File: src/verilog/rotate_consts.svh
// Constants for the rotate instruction unit: offsets, fields, opcodes, reset values.
// Assumes inclusion by bare name from the design files.
`ifndef ROTATE_CONSTS_SVH
`define ROTATE_CONSTS_SVH
// Register byte offsets (word aligned)
`define OFF_INSTR 8'h00
`define OFF_CTRL 8'h04
`define OFF_WREG 8'h08
`define OFF_STAT 8'h0C
`define OFF_FSR2 8'h10
// Control register fields
`define CTRL_BSR_HI 3
`define CTRL_EXT_BIT 8
// Status register fields
`define STAT_C_BIT 0
`define STAT_Z_BIT 1
`define STAT_N_BIT 2
`define STAT_BUSY_BIT 8
`define STAT_ILL_BIT 9
// Instruction word fields and fixed opcode bits
`define OPC_HI 15
`define OPC_LO 10
`define DEST_BIT 9
`define ACC_BIT 8
`define OPC_ROT_LEFT_PLAIN 6'h11
`define OPC_ROT_RIGHT_CARRY 6'h0C
// Addressing
`define IDX_LIMIT 8'h5F
`define ACC_SPLIT 8'h60
`define ACC_HIGH_BANK 4'hF
`define ACC_LOW_BANK 4'h0
// Reset values
`define RST_INSTR 16'h0000
`define RST_BYTE 8'h00
`define RST_BSR 4'h0
`define RST_FSR2 12'h000
`define AHB_OKAY 1'b0
`endif

File: src/verilog/rotate_pkg.sv
// Types for the rotate instruction unit.
// Assumes nothing beyond a SystemVerilog compiler.
package rotate_pkg;
	// Instruction cycle phases, Gray coded
	typedef enum logic [1:0] {
		Q1 = 2'b00,
		Q2 = 2'b01,
		Q3 = 2'b11,
		Q4 = 2'b10
	} q_phase_t;
	// Decoded operation
	typedef enum logic [1:0] {
		OP_NONE = 2'b00,
		OP_ROT_LEFT_PLAIN = 2'b01,
		OP_ROT_RIGHT_CARRY = 2'b10
	} rot_op_t;
endpackage

File: src/verilog/rotate_instruction_unit.sv
// Rotate instruction unit: left rotate without carry and right rotate through carry,
// with an AHB-Lite register slave and a file register memory port.
// Assumes the file memory returns file_rdata combinationally from file_addr, same clock.
// Behaviour
// - decode left plain rotate, opcode 010001
// - left rotate, bit7 into bit0, N Z
// - decode right carry rotate, opcode 001100
// - right rotate via carry, C N Z updated
// - dest 0 to working reg, 1 file
// - access bit 0 access bank, 1 bank select
// - extended mode, f up to 5Fh indexed
// - one word, four phases, write in Q4
//
// Local design decisions: the address map and register access over AHB-Lite.
`timescale 1ns/1ps
`include "rotate_consts.svh"
module rotate_instruction_unit
	import rotate_pkg::*;
(
	input wire logic hclk,
	input wire logic hresetn,
	input wire logic ce,
	input wire logic hsel,
	input wire logic [31:0] haddr,
	input wire logic [1:0] htrans,
	input wire logic hwrite,
	input wire logic [2:0] hsize,
	input wire logic [31:0] hwdata,
	input wire logic hready,
	output logic [31:0] hrdata,
	output logic hreadyout,
	output logic hresp,
	output logic [11:0] file_addr,
	input wire logic [7:0] file_rdata,
	output logic [7:0] file_wdata,
	output logic file_we
);
	logic [7:0] addr_q;
	logic wr_q;
	logic [31:0] hrdata_q;
	logic [15:0] instr_q;
	logic [3:0] bsr_q;
	logic ext_q;
	logic [11:0] fsr2_q;
	logic [7:0] w_q;
	logic c_q, z_q, n_q;
	logic busy_q, ill_q;
	q_phase_t phase_q;
	rot_op_t op_q;
	logic dest_q;
	logic [7:0] operand_q, result_q;
	logic carry_new_q;
	logic [11:0] file_addr_q;
	logic [7:0] file_wdata_q;
	logic file_we_q;
	logic addr_ph, st_wr, start;
	logic [7:0] f_field;
	rot_op_t op_d;
	logic [11:0] ea_d;
	logic commit;

	// Bus address phase acceptance and data phase writes
	assign addr_ph = hsel && htrans[1] && hready;
	assign st_wr = wr_q && (addr_q == `OFF_STAT);
	assign start = wr_q && (addr_q == `OFF_INSTR) && !busy_q;
	assign commit = ce && busy_q && (phase_q == Q4);
	assign f_field = instr_q[7:0];

	// Opcode decode in Q1
	always_comb begin
		unique case (instr_q[`OPC_HI:`OPC_LO])
			`OPC_ROT_LEFT_PLAIN: op_d = OP_ROT_LEFT_PLAIN;
			`OPC_ROT_RIGHT_CARRY: op_d = OP_ROT_RIGHT_CARRY;
			default: op_d = OP_NONE;
		endcase
	end

	// Effective file address: bank select, indexed literal offset or access bank
	always_comb begin
		if (instr_q[`ACC_BIT]) begin
			ea_d = {bsr_q, f_field};
		end else if (ext_q && (f_field <= `IDX_LIMIT)) begin
			ea_d = 12'(fsr2_q + {4'h0, f_field});
		end else if (f_field < `ACC_SPLIT) begin
			ea_d = {`ACC_LOW_BANK, f_field};
		end else begin
			ea_d = {`ACC_HIGH_BANK, f_field};
		end
	end

	// AHB-Lite slave: latch address phase, answer with zero wait states
	always_ff @(posedge hclk or negedge hresetn) begin
		if (!hresetn) begin
			addr_q <= `RST_BYTE;
			wr_q <= 1'b0;
			hrdata_q <= 32'h0000_0000;
		end else if (ce) begin
			wr_q <= addr_ph && hwrite;
			if (addr_ph) begin
				addr_q <= haddr[7:0];
			end
			if (addr_ph && !hwrite) begin
				unique case (haddr[7:0])
					`OFF_INSTR: hrdata_q <= {16'h0000, instr_q};
					`OFF_CTRL: hrdata_q <= {23'h0, ext_q, 4'h0, bsr_q};
					`OFF_WREG: hrdata_q <= {24'h0, w_q};
					`OFF_STAT: hrdata_q <= {22'h0, ill_q, busy_q, 5'h0, n_q, z_q, c_q};
					`OFF_FSR2: hrdata_q <= {20'h0, fsr2_q};
					default: hrdata_q <= 32'h0000_0000;
				endcase
			end
		end
	end

	// Configuration registers written by software
	always_ff @(posedge hclk or negedge hresetn) begin
		if (!hresetn) begin
			bsr_q <= `RST_BSR;
			ext_q <= 1'b0;
			fsr2_q <= `RST_FSR2;
			instr_q <= `RST_INSTR;
		end else if (ce) begin
			if (wr_q && addr_q == `OFF_CTRL) begin
				bsr_q <= hwdata[`CTRL_BSR_HI:0];
				ext_q <= hwdata[`CTRL_EXT_BIT];
			end
			if (wr_q && addr_q == `OFF_FSR2) begin
				fsr2_q <= hwdata[11:0];
			end
			if (start) begin
				instr_q <= hwdata[15:0];
			end
		end
	end

	// Instruction cycle sequencer: Q1 decode, Q2 read, Q3 process, Q4 write
	always_ff @(posedge hclk or negedge hresetn) begin
		if (!hresetn) begin
			busy_q <= 1'b0;
			ill_q <= 1'b0;
			phase_q <= Q1;
			op_q <= OP_NONE;
			dest_q <= 1'b1;
		end else if (ce) begin
			if (start) begin
				busy_q <= 1'b1;
				phase_q <= Q1;
				ill_q <= 1'b0;
			end else if (busy_q) begin
				unique case (phase_q)
					Q1: begin
						op_q <= op_d;
						dest_q <= instr_q[`DEST_BIT];
						if (op_d == OP_NONE) begin
							busy_q <= 1'b0;
							ill_q <= 1'b1;
						end else begin
							phase_q <= Q2;
						end
					end
					Q2: phase_q <= Q3;
					Q3: phase_q <= Q4;
					Q4: begin
						phase_q <= Q1;
						busy_q <= 1'b0;
					end
				endcase
			end
		end
	end

	// Datapath: address in Q1, operand in Q2, rotate in Q3
	always_ff @(posedge hclk or negedge hresetn) begin
		if (!hresetn) begin
			file_addr_q <= 12'h000;
			operand_q <= `RST_BYTE;
			result_q <= `RST_BYTE;
			carry_new_q <= 1'b0;
		end else if (ce && busy_q) begin
			if (phase_q == Q1) begin
				file_addr_q <= ea_d;
			end
			if (phase_q == Q2) begin
				operand_q <= file_rdata;
			end
			if (phase_q == Q3) begin
				if (op_q == OP_ROT_LEFT_PLAIN) begin
					result_q <= {operand_q[6:0], operand_q[7]};
					carry_new_q <= c_q;
				end else begin
					result_q <= {c_q, operand_q[7:1]};
					carry_new_q <= operand_q[0];
				end
			end
		end
	end

	// Q4 write-back to file register or working register
	always_ff @(posedge hclk or negedge hresetn) begin
		if (!hresetn) begin
			file_we_q <= 1'b0;
			file_wdata_q <= `RST_BYTE;
			w_q <= `RST_BYTE;
		end else if (ce) begin
			file_we_q <= commit && dest_q;
			if (commit && dest_q) begin
				file_wdata_q <= result_q;
			end
			if (commit && !dest_q) begin
				w_q <= result_q;
			end else if (wr_q && addr_q == `OFF_WREG) begin
				w_q <= hwdata[7:0];
			end
		end
	end

	// Status flags; hardware update wins over a same-cycle software write
	always_ff @(posedge hclk or negedge hresetn) begin
		if (!hresetn) begin
			c_q <= 1'b0;
			z_q <= 1'b0;
			n_q <= 1'b0;
		end else if (ce) begin
			if (commit) begin
				z_q <= (result_q == `RST_BYTE);
				n_q <= result_q[7];
				if (op_q == OP_ROT_RIGHT_CARRY) begin
					c_q <= carry_new_q;
				end else if (st_wr) begin
					c_q <= hwdata[`STAT_C_BIT];
				end
			end else if (st_wr) begin
				c_q <= hwdata[`STAT_C_BIT];
				z_q <= hwdata[`STAT_Z_BIT];
				n_q <= hwdata[`STAT_N_BIT];
			end
		end
	end

	assign hrdata = hrdata_q;
	assign hreadyout = 1'b1;
	assign hresp = `AHB_OKAY;
	assign file_addr = file_addr_q;
	assign file_wdata = file_wdata_q;
	assign file_we = file_we_q;

	// Checks
	phase_walk_a: assert property (@(posedge hclk) disable iff (!hresetn)
		ce && busy_q && phase_q == Q2 |=> phase_q == Q3 && busy_q)
		else $error("phase did not advance from Q2 to Q3");
	done_q4_a: assert property (@(posedge hclk) disable iff (!hresetn)
		commit |=> !busy_q && phase_q == Q1)
		else $error("instruction not finished after Q4");
	decode_bad_a: assert property (@(posedge hclk) disable iff (!hresetn)
		ce && busy_q && phase_q == Q1 && op_d == OP_NONE |=> !busy_q && ill_q)
		else $error("illegal opcode not refused");
	left_value_a: assert property (@(posedge hclk) disable iff (!hresetn)
		ce && busy_q && phase_q == Q3 && op_q == OP_ROT_LEFT_PLAIN
		|=> result_q == {$past(operand_q[6:0]), $past(operand_q[7])})
		else $error("left rotate result wrong");
	right_value_a: assert property (@(posedge hclk) disable iff (!hresetn)
		ce && busy_q && phase_q == Q3 && op_q == OP_ROT_RIGHT_CARRY
		|=> result_q == {$past(c_q), $past(operand_q[7:1])} && carry_new_q == $past(operand_q[0]))
		else $error("right rotate result or carry wrong");
	dest_file_a: assert property (@(posedge hclk) disable iff (!hresetn)
		commit && dest_q |=> file_we_q && file_wdata_q == $past(result_q))
		else $error("file write-back missing");
	dest_w_a: assert property (@(posedge hclk) disable iff (!hresetn)
		commit && !dest_q |=> !file_we_q && w_q == $past(result_q))
		else $error("working register write-back missing");
	flags_nz_a: assert property (@(posedge hclk) disable iff (!hresetn)
		commit |=> z_q == ($past(result_q) == 8'h00) && n_q == $past(result_q[7]))
		else $error("zero or negative flag wrong");
	left_carry_a: assert property (@(posedge hclk) disable iff (!hresetn)
		commit && op_q == OP_ROT_LEFT_PLAIN && !st_wr |=> c_q == $past(c_q))
		else $error("left plain rotate changed carry");
	bank_addr_a: assert property (@(posedge hclk) disable iff (!hresetn)
		ce && busy_q && phase_q == Q1 && instr_q[`ACC_BIT] |=> file_addr_q == $past({bsr_q, f_field}))
		else $error("bank select address wrong");
	indexed_addr_a: assert property (@(posedge hclk) disable iff (!hresetn)
		ce && busy_q && phase_q == Q1 && !instr_q[`ACC_BIT] && ext_q && f_field <= `IDX_LIMIT
		|=> file_addr_q == $past(fsr2_q + {4'h0, f_field}))
		else $error("indexed literal offset address wrong");
endmodule

File: config.mk
export PLATFORM = sky130hd
export DESIGN_NAME = rotate_instruction_unit
export DESIGN_NICKNAME = d
export VERILOG_FILES = /design/src/verilog/rotate_pkg.sv /design/src/verilog/rotate_instruction_unit.sv
export VERILOG_INCLUDE_DIRS = /design/src /design/src/verilog
export SDC_FILE = /design/constraint.sdc
export NUM_CORES = 1
export LEC_CHECK = 0
export BUFFER_PORTS_ARGS = -buffer_cell sky130_fd_sc_hd__buf_2
export CAP_MARGIN = 20
export CORE_UTILIZATION = 54
export DETAILED_ROUTE_END_ITERATION = 10
export PLACE_DENSITY = 0.92
export SYNTH_ARGS = -nofsm -noshare
export SYNTH_HDL_FRONTEND = slang
export SYNTH_SLANG_ARGS = --single-unit
File: constraint.sdc
create_clock -name hclk -period 3 [get_ports hclk]
set_clock_uncertainty 0.15 [all_clocks]
set_input_delay 0.3 -clock hclk [delete_from_list [all_inputs] [get_ports hclk]]
set_output_delay 0.3 -clock hclk [all_outputs]
set_load 0.02 [all_outputs]
==> results of run 1 <==
[layer usage]
layer  vias to the layer above  part of all wire [%]  global-route usage [%]
met4                         0                   2.6                   11.94
met3                        41                   7.7                   7.143
met2                       274                    50                   47.45
met1                      2246                    39                   34.09
li1                       2066                     -                       -
met5                         -                     0                       0
[synth_stat cells, types with 2 or more instances]
cell,n,share of area [%]
a21o_1,4,0.53
o21ai_1,2,0.18
mux2_2,54,11
nand3_1,6,0.53
mux4_2,3,1.2
nor2b_1,8,0.88
or3b_2,2,0.31
buf_2,3,0.27
nand4bb_1,3,0.60
a22o_1,12,1.9
o21ai_0,53,4.7
nor3_1,5,0.44
clkbuf_1,17,1.1
nor4_1,5,0.55
buf_1,2,0.13
o31ai_1,2,0.27
nor2_1,21,1.4
nand4_1,5,0.55
a21oi_1,15,1.3
nand2_1,59,3.9
or4_4,2,0.40
conb_1,2,0.13
a211oi_1,5,0.66
nor2_2,2,0.22
mux2i_1,29,5.1
a22oi_1,4,0.53
or2_2,3,0.33
o41ai_1,3,0.46
o2bb2ai_1,2,0.31
a31oi_1,6,0.66
nand4b_1,2,0.31
dfrtp_1,113,50
buf_4,18,2.4
xor2_1,2,0.31
nand2b_1,2,0.22
ha_1,8,1.8
inv_1,12,0.80
[where the power goes]
group	internal (mW)	switching, mW
Combinational	0.154	0.193
Sequential	1.61	0.0768
Clock	1.38	0.759
Total	3.15	1.03
[worst max-delay path: stages, from the launching register on]
cell,delay [ns]
dfrtp_1,0.41
ha_1,0.23
inv_1,0.07
fa_1,0.37
nor2b_1,0.26
o2111ai_1,0.22
and3b_1,0.24
o31a_1,0.24
o21ai_0,0.14
[state kept, by name, summed over array words and instances, names as in the netlist, 2 cells and up]
register / flops
op_q: 2
hrdata: 16
addr_q: 8
w_q: 8
instr_q: 16
result_q: 8
phase_q: 2
file_wdata: 8
bsr_q: 4
operand_q: 8
file_addr: 12
fsr2_q: 12
[kinds of logic after synthesis]
family                   after synthesis
XOR/XNOR                               3
multiplexers                          86
AO/OA/AOI/OAI                        116
flip-flops                           114
buffers and inverters                 52
adder cells (fa/ha/maj)                9
other                                  2
AND/OR/NAND/NOR                      136
[layout make-up]
cell class	instances	area, sq um
clock buffers	18	427.9
clock inverters	14	201.4
fillers	696	3167
flip-flops and latches	114	2854
well taps	136	170.2
multi-input cells	368	2597
repair buffers	115	768.2
inverters	12	45.04
[timing repair]
action,in CTS,in global routing
hold buffers,31,0
hold endpoints to repair,103,0
gates resized for setup,0,0
setup endpoints to repair,0,0
[path summary, 6_finish.rpt]
path	end	from	cells after the start
min	phase_q[1]	ce	3
max reg2reg	file_addr[6]	instr_q[0]	8
min reg2reg	file_addr[2]	file_addr[2]	2
max	file_addr[6]	instr_q[0]	8
max in group asynchronous	dest_q	hresetn	3
min in group asynchronous	file_wdata[4]	hresetn	2
[metrics by stage]
stage	instance area, sq um	power [mW]	cells	setup slack [ns]
2_1_floorplan	5718	1.898	534	0.8281
4_1_cts	7064	4.190	777	0.6305
5_1_grt	7064	4.311	777	0.4323
6_report	7064	4.179	777	0.5926
3_3_place_gp	6125	1.994	714	0.7040
3_5_place_dp	6125	2.020	714	0.6534
==> load_flow_metrics.sql, run 1 <==
INSERT INTO impl_metrics (metric_group, metric, value, unit) VALUES
('place', 'hpwlAfterDp', '9583', 'microns'),
('setup_path', 'ff2ff_setup_slack', '0.59', 'ns'),
('logic_synthesis', 'number_of_synthesized_flops_with_an_enable_pin', '0', ''),
('timing', 'period_minus_slack', '2.407', 'ns'),
('die', 'initial_core_util', '55.30', '%'),
('drt', 'drt_iter0_drc', '329', ''),
('pwr', 'p_leak', '3.444', 'nW'),
('logic_synthesis', 'post_synth_fa_ha_maj_area_fraction', '2.123', '%'),
('outcome', 'result_of_the_run', 'complete, no violations', ''),
('global_routing', 'number_of_antenna_violations_at_the_first_check_in_global_routing', '0', ''),
('logic_synthesis', 'synth_async_sr_flop_share', '100.0', '%'),
('logic_synthesis', 'synth-warning-count', '0', ''),
('cells_and_area', 'most_common_cell_after_layout_fill_and_taps_aside', 'dfrtp_1', ''),
('logic_synthesis', 'synth.distinct_cells', '59', ''),
('global_routing', 'grt_start_max_net_pins', '62', ''),
('setup_path', 'worst-path-max-fanout', '4', ''),
('die', 'row_count', '37', ''),
('timing', 'maxClockFrequency', '415.4', 'MHz'),
('global_routing', 'globalRouteTotalUtil', '28.09', '%'),
('die', 'die-area', '0.01089', 'sq mm'),
('logic_synthesis', 'post_synth_and_or_nand_nor_area_fraction', '12.45', '%'),
('cells_and_area', 'synthToLayoutAreaGrowth', '24.86', '%'),
('setup_path', 'worstSetupEndpointType', 'flop', ''),
('place', 'placement.io_buffers', '75', ''),
('flow_run', 'max_cap_violations', '0', ''),
('clocking', 'cts.path.max_buffers', '2', ''),
('cells_and_area', 'nNetsFinal', '720', ''),
('cells_and_area', 'most-common-layout-cells', '113 x dfrtp_1, 74 x buf_2, 59 x nand2_1', ''),
('drt', 'via_count', '4627', ''),
('logic_synthesis', 'post_synth.cell_area_avg', '10.92', 'sq um'),
('timing', 'hold_slack', '0.03128', 'ns'),
('drt', 'viasPerCell', '5.955', ''),
('clocking', 'path_clk_slew', '0.06', 'ns'),
('logic_synthesis', 'mapped_cells', '518', ''),
('place', 'finalWeightedCongestion', '0.8678', ''),
('die', 'die_h', '104.4', 'microns'),
('die', 'core_region_area', '0.01023', 'sq mm'),
('clocking', 'clkLatencyLatePin', '0.51', 'ns'),
('timing', 'max_slew_margin', '40.50', '%'),
('drt', 'detail_route.drc_violations', '0', ''),
('timing', 'hold_viol_final', '0', ''),
('logic_synthesis', 'synth_top_family_by_area', 'multiplexers', ''),
('logic_synthesis', 'synth.cell_area', '0.005658', 'sq mm'),
('timing', 'number_of_endpoints_failing_setup_at_the_final_stage', '0', ''),
('min_path', 'hold_path_class', 'input port to flop', ''),
('drt', 'drt_wl_total', '14480', 'microns'),
('logic_synthesis', 'synth_sequential_area_ratio', '50.44', '%'),
('logic_synthesis', 'postSynthRegisterBits', '114', ''),
('logic_synthesis', 'synthXorXnorAreaFrac', '0.4644', '%'),
('timing', 'totalNegativeSetupSlack', '0', 'ns'),
('drt', 'avgRoutedWirePerCell', '18.63', 'microns'),
('logic_synthesis', 'synthFlopType', 'dfrtp_1', ''),
('clocking', 'numCtsBuffers', '17', ''),
('global_routing', 'grt_first_pass_wirelength', '23590', 'microns'),
('logic_synthesis', 'synth_compound_gate_area_share', '12.61', '%'),
('setup_path', 'worstPathArrival', '2.69', 'ns'),
('cells_and_area', 'post_route_cells_drive_above_1_share', '29.02', '%'),
('clocking', 'cts.htree.levels', '4', ''),
('global_routing', 'number_of_global_route_vias_before_repair', '4652', ''),
('timing', 'timing.final.crit_share', '80.25', '%'),
('die', 'chipWidth', '104.4', 'microns'),
('cells_and_area', 'insertedDiodeCount', '0', ''),
('setup_path', 'critPathLaunchType', 'flop', ''),
('drt', 'firstDrtPassIters', '5', ''),
('timing', 'rsz0062_at_grt', 'no', ''),
('setup_path', 'critPathKind', 'flop to flop', ''),
('cells_and_area', 'post-route-util', '69.05', '%'),
('die', 'ioPinCount', '138', ''),
('drt', 'antenna_violating_nets_post_route', '0', ''),
('logic_synthesis', 'yosys-mux-area-fraction', '17.07', '%'),
('clocking', 'clk_root_buffer_cell', 'clkbuf_8', ''),
('pwr', 'ir_drop', '0.0004355', 'V'),
('clocking', 'tritoncts_clock_tree', 'done', ''),
('pwr', 'power-per-cell-area', '591.5', 'mW/mm^2'),
('clocking', 'clock_sink_count', '114', ''),
('global_routing', 'overflow_after_grt', '0', ''),
('setup_path', 'crit_required', '3.29', 'ns'),
('timing', 'worst_pin_slew', '0.8865', 'ns'),
('timing', 'max_slew_violation_count', '0', ''),
('clocking', 'cts_setup_buffers', '0', '');
Power figures use the tool's default switching activity.
==> inputs of run 2 (changes only) <==
--- a/config.mk
+++ b/config.mk
@@ -8,9 +8,9 @@
 export LEC_CHECK = 0
 export BUFFER_PORTS_ARGS = -buffer_cell sky130_fd_sc_hd__buf_2
 export CAP_MARGIN = 20
-export CORE_UTILIZATION = 54
+export CORE_UTILIZATION = 49
 export DETAILED_ROUTE_END_ITERATION = 10
-export PLACE_DENSITY = 0.92
+export PLACE_DENSITY = 0.88
 export SYNTH_ARGS = -nofsm -noshare
 export SYNTH_HDL_FRONTEND = slang
 export SYNTH_SLANG_ARGS = --single-unit
==> constraint.sdc (replaced) <==
create_clock -name hclk -period 2.1 [get_ports hclk]
set_clock_uncertainty 0.15 [all_clocks]
set_input_delay 0.21 -clock hclk [delete_from_list [all_inputs] [get_ports hclk]]
set_output_delay 0.21 -clock hclk [all_outputs]
set_load 0.02 [all_outputs]
==> load_flow_metrics.sql, run 2 (synthesized netlist as in run 1, its figures left out) <==
INSERT INTO impl_metrics (metric_group, metric, value, unit) VALUES
('timing', 'timing.final.crit_share', '106.2', '%'),
('clocking', 'clkLatencyLatePin', '0.41', 'ns'),
('global_routing', 'overflow_after_grt', '0', ''),
('timing', 'period_minus_slack', '2.231', 'ns'),
('timing', 'rsz0062_at_grt', 'yes', ''),
('outcome', 'violations_in_the_final_reports', 'negative setup slack', ''),
('place', 'detailed_place.area', '0.006385', 'sq mm'),
('die', 'core_region_area', '0.01103', 'sq mm'),
('clocking', 'tritoncts_clock_tree', 'done', ''),
('clocking', 'numCtsBuffers', '17', ''),
('cells_and_area', 'final_cells', '823', ''),
('clocking', 'cts.htree.levels', '4', ''),
('clocking', 'path_clk_slew', '0.05', 'ns'),
('timing', 'setup_ws', '-0.1311', 'ns'),
('drt', 'viasPerCell', '5.824', ''),
('setup_path', 'cp_cell_sequence', 'or4_4 -> or4b_4 -> or2_4 -> mux2i_1 -> a21oi_1', ''),
('global_routing', 'number_of_global_route_vias_before_repair', '4787', ''),
('cells_and_area', 'post_route_cells_drive_above_1_share', '35.72', '%'),
('global_routing', 'grt_start_max_net_pins', '38', ''),
('place', 'placed_instances', '752', ''),
('clocking', 'clk_root_buffer_cell', 'clkbuf_16', ''),
('setup_path', 'critPathKind', 'flop to flop', ''),
('drt', 'detail_route.drc_violations', '0', ''),
('cells_and_area', 'most_common_cell_after_layout_fill_and_taps_aside', 'dfrtp_1', ''),
('global_routing', 'grt_first_pass_wirelength', '23960', 'microns'),
('cells_and_area', 'n_fill_cell', '757', ''),
('pwr', 'ir_drop', '0.0008317', 'V'),
('setup_path', 'worstPathArrival', '2.36', 'ns'),
('die', 'ioPinCount', '138', ''),
('pwr', 'p_leak', '3.684', 'nW'),
('die', 'row_count', '38', ''),
('timing', 'number_of_endpoints_failing_setup_at_the_final_stage', '31', ''),
('setup_path', 'cpPeakStageDelay', '0.54', 'ns'),
('die', 'die_h', '109.5', 'microns'),
('cells_and_area', 'design_area', '0.007545', 'sq mm'),
('outcome', 'result_of_the_run', 'complete, but fails checks', ''),
('min_path', 'hold_path_class', 'input port to flop', ''),
('die', 'die-area', '0.01198', 'sq mm'),
('clocking', 'cts.path.max_buffers', '2', ''),
('drt', 'drt_wl_total', '15560', 'microns'),
('drt', 'avgRoutedWirePerCell', '18.91', 'microns'),
('drt', 'firstDrtPassIters', '5', ''),
('setup_path', 'worstSetupEndpointType', 'flop', ''),
('drt', 'drt_iter0_drc', '297', ''),
('setup_path', 'ff2ff_setup_slack', '-0.13', 'ns'),
('cells_and_area', 'insertedDiodeCount', '0', ''),
('place', 'finalWeightedCongestion', '0.9224', ''),
('drt', 'via_count', '4793', ''),
('setup_path', 'slowest_stage', 'or4_4', ''),
('cells_and_area', 'nNetsFinal', '763', ''),
('clocking', 'clock_sink_count', '114', ''),
('cells_and_area', 'most-common-layout-cells', '113 x dfrtp_1, 74 x buf_2, 58 x nand2_1', ''),
('timing', 'max_slew_margin', '52.07', '%'),
('place', 'hpwlAfterDp', '10090', 'microns'),
('timing', 'max_slew_violation_count', '0', ''),
('global_routing', 'globalRouteTotalUtil', '26.84', '%'),
('setup_path', 'worst-path-max-fanout', '2', ''),
('flow_run', 'max_cap_violations', '0', ''),
('cells_and_area', 'post-route-util', '68.40', '%'),
('setup_path', 'critPathLaunchType', 'flop', ''),
('setup_path', 'crit_required', '2.23', 'ns'),
('global_routing', 'number_of_antenna_violations_at_the_first_check_in_global_routing', '0', ''),
('pwr', 'power-per-cell-area', '787.9', 'mW/mm^2'),
('drt', 'antenna_violating_nets_post_route', '0', ''),
('cells_and_area', 'synthToLayoutAreaGrowth', '33.35', '%'),
('timing', 'worst_pin_slew', '0.7189', 'ns'),
('timing', 'maxClockFrequency', '448.2', 'MHz'),
('die', 'chipWidth', '109.5', 'microns'),
('place', 'placement.io_buffers', '75', ''),
('die', 'initial_core_util', '51.29', '%'),
('timing', 'hold_viol_final', '0', '');
[run 2: layer usage]
layer  track usage, %  routed length, microns
met1            32.21                    6204
met5                0                       0
met4            12.48                     486
met2            45.42                    7895
met3            6.639                     975
[run 2: worst paths after layout]
kind	start	cells past startpoint	to
worst max-delay path	addr_q[7]	5	z_q
worst min-delay path	hwrite	3	hrdata[0]
worst max register to register	addr_q[7]	5	z_q
worst min register to register	file_addr[0]	2	file_addr[0]
max in group asynchronous	hresetn	3	dest_q
min in group asynchronous	hresetn	2	file_wdata[3]
[run 2: through the flow]
stage | TNS (ns) | total power, mW | hold WS (ns) | setup WS, ns
2_1_floorplan | -0.4725 | 2.711 | -0.2356 | -0.05109
3_3_place_gp | -2.774 | 2.905 | 0.01340 | -0.2672
3_5_place_dp | -5.259 | 2.935 | 0.01370 | -0.3202
4_1_cts | -2.530 | 5.900 | -0.07632 | -0.1143
5_1_grt | -4.154 | 6.134 | 0.05085 | -0.1787
6_report | -2.089 | 5.944 | 0.01445 | -0.1311
[run 2: area by class of cell]
type	count	area (sq um)	area share, %
inverters	12	45.04	0.5970
flip-flops and latches	114	2854	37.83
repair buffers	157	1120	14.84
clock inverters	9	131.4	1.741
multi-input cells	369	2755	36.52
well taps	140	175.2	2.322
clock buffers	22	464.2	6.153
[run 2: what timing repair did]
item | in CTS | in global routing
endpoints found under the hold margin | 126 | 2
cloned | 0 | 3
hold buffers | 30 | 1
setup endpoints to repair | 45 | 58
gates resized for setup | 11 | 24
pin swaps | 1 | 9
buffers inserted | 2 | 4
[run 2: worst max-delay path, delay by kind of cell (launching register included)]
| kind | cells | cell delay [ns] |
|---|---|---|
| AND/OR/NAND/NOR | 3 | 1.31 |
| AO/OA/AOI/OAI | 1 | 0.09 |
| multiplexers | 1 | 0.17 |
| flip-flops | 1 | 0.39 |
[run 2: report_power, final]
| part | internal [mW] | switching (mW) |
|---|---|---|
| sequential | 2.30 | 0.109 |
| clock | 1.92 | 1.01 |
| combinational | 0.282 | 0.323 |
